--- src/shared/rpsf_map.svh ---
// rpsf_map.svh: offsets, field positions, widths and reset values of the
// receive pcs lane status block; definitions only.
`ifndef RPSF_MAP_SVH
`define RPSF_MAP_SVH

// ****************************************************************
// widths
// ****************************************************************
`define RPSF_LANES      4
`define RPSF_CV_W       2
`define RPSF_TP_W       8
`define RPSF_AW         12
`define RPSF_DW         32
`define RPSF_EV_W       9

// ****************************************************************
// register offsets (byte addresses)
// ****************************************************************
`define RPSF_OFF_CTRL   12'h000
`define RPSF_OFF_STAT   12'h004
`define RPSF_OFF_ISTAT  12'h008
`define RPSF_OFF_IMASK  12'h00C

// ****************************************************************
// field positions
// ****************************************************************
`define RPSF_CTRL_TPEN  0
`define RPSF_ST_LOCK    0
`define RPSF_ST_DESK    4
`define RPSF_ST_ALOST   5
`define RPSF_ST_BER     6
`define RPSF_ST_OK      7
`define RPSF_EV_MM      0
`define RPSF_EV_ALOST   1
`define RPSF_EV_PERR    2
`define RPSF_EV_BER     6
`define RPSF_EV_CV      7
`define RPSF_EV_TP      8

// ****************************************************************
// reset values
// ****************************************************************
`define RPSF_EV_RST     9'h000
`define RPSF_DATA_ZERO  32'h0000_0000

`endif

--- src/shared/rpsf_pkg.sv ---
// rpsf_pkg: state type of the receive pcs lane status block.
// assumes rpsf_map.svh is on the include path.
`include "rpsf_map.svh"

package rpsf_pkg;

  // all state of the status block, registered as one word
  typedef struct packed {
    logic [`RPSF_LANES-1:0] lock;
    logic                   mm;
    logic                   alost;
    logic [`RPSF_LANES-1:0] perr;
    logic                   desk;
    logic                   fault;
    logic                   ber;
    logic                   ok;
    logic [`RPSF_CV_W-1:0]  cv;
    logic                   cv_vld;
    logic [`RPSF_TP_W-1:0]  tp;
    logic                   tp_vld;
    logic                   seen_all;
    logic                   tp_en;
    logic [`RPSF_EV_W-1:0]  ist;
    logic [`RPSF_EV_W-1:0]  imask;
    logic                   irq;
    logic [`RPSF_DW-1:0]    prdata;
    logic                   pready;
    logic                   pslverr;
  } rpsf_state_t;

endpackage : rpsf_pkg

--- src/rtl/rpsf_status.sv ---
// rpsf_status: receive status flags of a four-lane 64b/66b pcs, with an
// apb register window and a maskable interrupt.
// assumes all event and level inputs come from the lane aligner, ber
// monitor and decoder on pclk, already timed to their metaframe.
//
// Functional notes
// RULE1: the marker-mismatch output pulses one cycle per lane marker error, back to back allowed.
// RULE2: the alignment-lost output is a level, 1 while alignment failed or was lost.
// RULE3: each of lanes 0 to 3 has its own one-cycle parity error pulse for a bad bip8.
// RULE4: the all-lanes-deskewed level is 1 only while every lane is aligned and deskewed.
// RULE5: while the all-lanes-deskewed level is 0 the receive side reports local fault.
// RULE6: the excess bit error rate level is 1 while the measured error rate is too high.
// RULE7: the link-ok level is 1 exactly when lanes are aligned and error rate is not high.
// RULE8: a 2-bit per-cycle increment counts cycles of 64b/66b code violations.
// RULE9: a one-bit qualifier marks cycles in which the code-violation increment is valid.
// RULE10: an 8-bit pattern mismatch increment is non-zero for one cycle per mismatch.
// RULE11: the pattern mismatch increment stays zero unless pattern checking is enabled.
// RULE12: a one-bit qualifier marks cycles in which the pattern mismatch increment is valid.
// RULE13: marker mismatch is only raised after markers were once seen on all lanes.
// RULE14: a 4-bit word-lock level has one bit per lane, 1 once that lane locked with a marker.
// RULE15: all status outputs are registered on pclk and are zero while reset is held.
// RULE16: the consumer accumulates increments only while their qualifiers are high.
`timescale 1ns/1ps
`include "rpsf_map.svh"

module rpsf_status
  import rpsf_pkg::*;
(
  input  wire logic                   pclk,
  input  wire logic                   presetn,
  input  wire logic                   ce,
  input  wire logic [`RPSF_AW-1:0]    paddr,
  input  wire logic                   psel,
  input  wire logic                   penable,
  input  wire logic                   pwrite,
  input  wire logic [`RPSF_DW-1:0]    pwdata,
  output logic      [`RPSF_DW-1:0]    prdata,
  output logic                        pready,
  output logic                        pslverr,
  input  wire logic [`RPSF_LANES-1:0] lane_lock_in,
  input  wire logic                   marker_err_in,
  input  wire logic                   align_err_in,
  input  wire logic [`RPSF_LANES-1:0] lane_bip_err_in,
  input  wire logic                   deskew_done_in,
  input  wire logic                   ber_high_in,
  input  wire logic [`RPSF_CV_W-1:0]  code_viol_in,
  input  wire logic [`RPSF_TP_W-1:0]  pattern_err_in,
  output logic      [`RPSF_LANES-1:0] lane_word_lock,
  output logic                        marker_mismatch,
  output logic                        alignment_lost,
  output logic      [`RPSF_LANES-1:0] lane_parity_err,
  output logic                        all_lanes_deskewed,
  output logic                        local_fault,
  output logic                        excess_bit_error_rate,
  output logic                        link_ok,
  output logic      [`RPSF_CV_W-1:0]  code_viol_inc,
  output logic                        code_viol_valid,
  output logic      [`RPSF_TP_W-1:0]  pattern_err_inc,
  output logic                        pattern_err_valid,
  output logic                        irq
);

  // ****************************************************************
  // helpers
  // ****************************************************************

  // exact address match on all address bits, used by read and write decode
  function automatic logic reg_hit(input logic [`RPSF_AW-1:0] a,
                                   input logic [`RPSF_AW-1:0] off);
    reg_hit = (a == off);
  endfunction : reg_hit

  // any mapped offset
  function automatic logic reg_mapped(input logic [`RPSF_AW-1:0] a);
    reg_mapped = reg_hit(a, `RPSF_OFF_CTRL) || reg_hit(a, `RPSF_OFF_STAT) ||
                 reg_hit(a, `RPSF_OFF_ISTAT) || reg_hit(a, `RPSF_OFF_IMASK);
  endfunction : reg_mapped

  // ****************************************************************
  // state
  // ****************************************************************
  rpsf_state_t s_q;
  rpsf_state_t s_d;

  logic                  setup_ph;
  logic                  wr_done;
  logic [`RPSF_EV_W-1:0] ev;
  logic [`RPSF_EV_W-1:0] w1c;
  logic [`RPSF_DW-1:0]   stat_word;

  // setup phase loads read data; access phase completes with pready high
  assign setup_ph = psel && !penable;
  assign wr_done  = psel && penable && pwrite && s_q.pready;

  // live status word as software sees it
  always_comb begin
    stat_word = `RPSF_DATA_ZERO;
    stat_word[`RPSF_ST_LOCK +: `RPSF_LANES] = s_q.lock;
    stat_word[`RPSF_ST_DESK]  = s_q.desk;
    stat_word[`RPSF_ST_ALOST] = s_q.alost;
    stat_word[`RPSF_ST_BER]   = s_q.ber;
    stat_word[`RPSF_ST_OK]    = s_q.ok;
  end

  // ****************************************************************
  // next state
  // ****************************************************************

  // one image of the whole block; apb, flags and sticky bits together
  always_comb begin
    s_d = s_q;

    // levels follow their sources one cycle later
    s_d.lock  = lane_lock_in;                           // RULE14
    s_d.alost = align_err_in;                           // RULE2
    s_d.desk  = deskew_done_in;                         // RULE4
    s_d.fault = !deskew_done_in;                        // RULE5
    s_d.ber   = ber_high_in;                            // RULE6
    s_d.ok    = deskew_done_in && !ber_high_in;         // RULE7

    // markers seen once on every lane arms the mismatch pulse
    if (&lane_lock_in) begin
      s_d.seen_all = 1'b1;                              // RULE13
    end
    // pulse per error, no edge detect so back-to-back errors all show
    s_d.mm = marker_err_in && (s_q.seen_all || (&lane_lock_in)); // RULE1 RULE13

    // per-lane parity pulses, one cycle each
    s_d.perr = lane_bip_err_in;                         // RULE3

    // increments and their qualifiers
    s_d.cv     = code_viol_in;                          // RULE8
    s_d.cv_vld = 1'b1;                                  // RULE9
    s_d.tp     = s_q.tp_en ? pattern_err_in : '0;       // RULE10 RULE11
    s_d.tp_vld = s_q.tp_en;                             // RULE12

    // events into the sticky status
    ev = '0;
    ev[`RPSF_EV_MM]    = s_d.mm;
    ev[`RPSF_EV_ALOST] = align_err_in && !s_q.alost;
    ev[`RPSF_EV_PERR +: `RPSF_LANES] = lane_bip_err_in;
    ev[`RPSF_EV_BER]   = ber_high_in && !s_q.ber;
    ev[`RPSF_EV_CV]    = |code_viol_in;
    ev[`RPSF_EV_TP]    = |s_d.tp;

    // writes: control, mask, write-one-to-clear; a new event beats the clear
    w1c = '0;
    if (wr_done && reg_hit(paddr, `RPSF_OFF_CTRL)) begin
      s_d.tp_en = pwdata[`RPSF_CTRL_TPEN];
    end
    if (wr_done && reg_hit(paddr, `RPSF_OFF_IMASK)) begin
      s_d.imask = pwdata[`RPSF_EV_W-1:0];
    end
    if (wr_done && reg_hit(paddr, `RPSF_OFF_ISTAT)) begin
      w1c = pwdata[`RPSF_EV_W-1:0];
    end
    s_d.ist = (s_q.ist & ~w1c) | ev;
    s_d.irq = |(s_d.ist & s_d.imask);

    // apb: registered answer, one access cycle, pslverr on unmapped address
    s_d.pready  = setup_ph;
    s_d.pslverr = setup_ph && !reg_mapped(paddr);
    if (setup_ph) begin
      case (1'b1)
        reg_hit(paddr, `RPSF_OFF_CTRL): begin
          s_d.prdata = `RPSF_DATA_ZERO;
          s_d.prdata[`RPSF_CTRL_TPEN] = s_q.tp_en;
        end
        reg_hit(paddr, `RPSF_OFF_STAT): begin
          s_d.prdata = stat_word;
        end
        reg_hit(paddr, `RPSF_OFF_ISTAT): begin
          s_d.prdata = {{(`RPSF_DW-`RPSF_EV_W){1'b0}}, s_q.ist};
        end
        reg_hit(paddr, `RPSF_OFF_IMASK): begin
          s_d.prdata = {{(`RPSF_DW-`RPSF_EV_W){1'b0}}, s_q.imask};
        end
        default: begin
          s_d.prdata = `RPSF_DATA_ZERO;
        end
      endcase
    end
  end

  // ****************************************************************
  // registers
  // ****************************************************************

  // async clear to all-zero; ce low freezes everything, bus included
  always_ff @(posedge pclk or negedge presetn) begin
    if (!presetn) begin
      s_q <= '0;                                        // RULE15
    end else if (ce) begin
      s_q <= s_d;
    end
  end

  // outputs are the flops themselves
  assign lane_word_lock        = s_q.lock;
  assign marker_mismatch       = s_q.mm;
  assign alignment_lost        = s_q.alost;
  assign lane_parity_err       = s_q.perr;
  assign all_lanes_deskewed    = s_q.desk;
  assign local_fault           = s_q.fault;
  assign excess_bit_error_rate = s_q.ber;
  assign link_ok               = s_q.ok;
  assign code_viol_inc         = s_q.cv;
  assign code_viol_valid       = s_q.cv_vld;
  assign pattern_err_inc       = s_q.tp;
  assign pattern_err_valid     = s_q.tp_vld;
  assign irq                   = s_q.irq;
  assign prdata                = s_q.prdata;
  assign pready                = s_q.pready;
  assign pslverr               = s_q.pslverr;

  // one parity check per lane
  for (genvar i = 0; i < `RPSF_LANES; i++) begin : g_lane

  end
endmodule : rpsf_status

--- config.mk ---
export PLATFORM = sky130hd
export DESIGN_NAME = rpsf_status
export DESIGN_NICKNAME = d
export VERILOG_FILES = /design/src/shared/rpsf_pkg.sv /design/src/rtl/rpsf_status.sv
export VERILOG_INCLUDE_DIRS = /design/src /design/src/shared
export SDC_FILE = /design/constraint.sdc
export NUM_CORES = 1
export LEC_CHECK = 0
export BUFFER_PORTS_ARGS = -buffer_cell sky130_fd_sc_hd__buf_2
export CAP_MARGIN = 20
export CORE_UTILIZATION = 41
export CTS_BUF_LIST = sky130_fd_sc_hd__clkbuf_4 sky130_fd_sc_hd__clkbuf_8
export DETAILED_ROUTE_END_ITERATION = 12
export GPL_TIMING_DRIVEN = 0
export HOLD_SLACK_MARGIN = 0.08
export MAX_ROUTING_LAYER = met4
export PLACE_DENSITY_LB_ADDON = 0.15
export SYNTH_ARGS = -nofsm -noshare
export SYNTH_HDL_FRONTEND = slang
export SYNTH_SLANG_ARGS = --single-unit
export TNS_END_PERCENT = 10
--- constraint.sdc ---
create_clock -name pclk -period 3.1 [get_ports pclk]
set_input_delay 0.62 -clock pclk [delete_from_list [all_inputs] [get_ports pclk]]
set_output_delay 0.62 -clock pclk [all_outputs]
set_load 0.01 [all_outputs]
==> results.cfg <==
[placed_design]
hpwlAfterDp_um = 5630
io_buffers = 85
placement.setup.worst_slack_ps = 192
gp_congestion = 0.821
placed_cell_count = 508

[pwr]
p_int_mw = 1.48
leakage_nw = 2.02
pwr-share-comb = 0.124
clkPwrFrac = 0.460
net-switching-power_mw = 0.454
ir_drop_uv = 263
power.switching_fraction = 0.235
share_seq_of_total_power = 0.416
cellPowerDensity_nw_per_um2 = 474

[final_layout]
final_core_utilization = 0.552
layoutNonFillerInstCount = 524
antenna_cells_inserted = 0
num-nets-final = 492
drive_above_1_share = 0.456
area_growth_syn_to_layout_pct = 28.5

[clocking]
cts_root_buffer = sky130_fd_sc_hd__clkbuf_8
post_cts.resized_instances = 0
cts_max_level = 3
clkLatencyLatePin_ps = 350
cts_max_path_buffers = 2
clock_sinks = 58
cts.repair_timing.setup_buffer_count = 0
cts_inserted_buffers = 9
clk_pin_slew_worst_paths_ps = 70
tritoncts = built
hold_buf_cts = 0

[synthesis]
post-synth-top-area-cell = sky130_fd_sc_hd__dfrtp_1
yosys_warnings = 0
postSynthRegisterBits = 58
post-synth-top-area-fraction = 0.458
netlist_area_before_placement_sq_um = 3170
async_reset_ff_frac = 1.00
yosys-top-cells-area = sky130_fd_sc_hd__dfrtp_1, sky130_fd_sc_hd__buf_4, sky130_fd_sc_hd__mux2_2
synth.top_cells.by_count = sky130_fd_sc_hd__dfrtp_1, sky130_fd_sc_hd__buf_4, sky130_fd_sc_hd__mux2_2
synthDistinctLibCells = 41
number_of_enable_type_register_cells_in_the_synthesized_netlist = 0
ys_seq_area_frac = 0.458
synth_most_common_cell = sky130_fd_sc_hd__dfrtp_1
synthesis.area_per_instance_sq_um = 10.5
ys.flop_type = sky130_fd_sc_hd__dfrtp_1
syn-instance-count = 301

[global_route]
grt_antenna_before_repair = 0
grt_start_max_net_pins = 33
wire_length_of_the_first_global_routing_pass_um = 12400
global_route.usage.total = 0.206
grt_overflow_total = 0
grt_pass1_vias = 2400

[route]
vias = 2514
routed_wire_length_um = 7590
drt.antenna.violating_nets = 0
first_pass_iters = 4
vias_per_cell = 4.80
number_of_violations_reported_at_the_end_of_detailed_routing_iteration_0 = 175
wl_per_cell_um = 14.5
drt_drc_violations_left = 0

[timing]
final.period_utilization = 0.821
setup_viol_count_final = 0
finalSetupTns_ps = 0
fmax_mhz = 393
worst_slew_margin_rel = 0.575
final_ws_setup_ps = 556
unrepaired_setup_endpoints_after_global_routing = no
tightestPinTransition_ps = 638
hold_viol = 0
clock_skew_ps = 6.03
final.min_clock_period_ps = 2540
drv_slew = 0

[floorplanning]
die_width_um = 89.9
start_util = 0.430
core_area_sq_um = 7370
die_area_sq_um = 8080
floorplan.io_pins = 133
die_height_um = 89.9
num_rows = 31

[critical_path]
cp-start-kind = input port
crit_fanout = 10
timing.critical_path.arrival_ps = 2780
worst-endpoint-required_ps = 3340
critical_path_end_type = flop
crit_type = in2reg

[min_path]
min_path_type = in2async

[run_status]
status = complete, no violations

[flow_run]
timing.max_cap.violations = 0
==> power groups by stage <==
stage	combinational [mW]	clock, mW	sequential, mW
6_report	0.239	0.888	0.803
5_1_grt	0.263	0.933	0.805
4_1_cts	0.240	0.900	0.803
3_5_place_dp	0.240	0	0.817
3_3_place_gp	0.233	0	0.816
2_1_floorplan	0.131	0	0.817
==> kinds of logic after synthesis <==
logic type,after synthesis,synth area share
DFF,58,0.458
other,1,0.00118
muxes,38,0.136
buffers and inverters,79,0.155
AOI/OAI and AO/OA,58,0.127
and+or+nand+nor,67,0.122
==> area by class of cell <==
type	instances	area, sq um
sequential	58	1450
timing repair buffer	86	445
fill	691	3300
clock inverter	5	100
multi-input combinational	186	1310
inverter	15	56.3
buffer	64	433
clock buffer	11	151
tap	99	124
==> routing by layer <==
layer,share of wire,track usage,vias up,wire length [um]
met2,0.47,0.307,81,3560
met3,0.050,0.0474,16,380
met4,0.020,0.0887,0,153
met1,0.46,0.270,1188,3500
li1,-,-,1229,-
met5,0,-,-,0
==> per-stage QoR <==
| stage | hold WS [ps] | power (mW) | area [sq um] |
|---|---|---|---|
| global route | 319 | 2.00 | 4070 |
| floorplan | 324 | 0.948 | 3250 |
| detailed placement | 454 | 1.06 | 3820 |
| CTS | 292 | 1.94 | 4070 |
| finish | 280 | 1.93 | 4070 |
| global placement | 438 | 1.05 | 3800 |
==> cell usage in the layout (no fill, tap or decap), drive strengths merged, types with 2 or more instances in the layout <==
master,n
o22ai,3
mux2,31
inv,15
o221ai,5
nand2,25
dfrtp,58
bufinv,3
nand2b,5
a21oi,5
o21ai,15
or4,3
conb,23
mux2i,6
clkinv,2
nor2b,2
nor2,7
or2,2
nand4,3
buf,140
clkbuf,21
a21boi,4
nor4,5
a22oi,6
o31ai,8
nand3b,2
nand3,8
a22o,7
==> critical path, cell delays in order <==
cell	delay, ps
sky130_fd_sc_hd__buf_2	100
sky130_fd_sc_hd__or4_4	580
sky130_fd_sc_hd__nor4_4	500
sky130_fd_sc_hd__buf_4	290
sky130_fd_sc_hd__mux2i_1	240
sky130_fd_sc_hd__o22ai_1	110
sky130_fd_sc_hd__o32a_1	350
==> state kept, by name, indices dropped and copies added, names as in the netlist, 2 cells and up <==
signal           cells
code_viol_inc        2
lane_parity_err      4
lane_word_lock       4
pattern_err_inc      8
prdata               9
s_q                 19
==> final timing paths <==
kind / startpoint / end / slack (ps) / depth (start not counted)
setup / recovery: paddr[7] / irq / 560 / 7
hold / removal: presetn / s_q[54] / 280 / 1
setup reg to reg: pready / irq / 860 / 6
hold reg to reg: s_q[54] / s_q[54] / 470 / 1
max in group asynchronous: presetn / local_fault / 2220 / 2
min in group pclk: s_q[54] / s_q[54] / 470 / 1
Power figures use the tool's default switching activity.
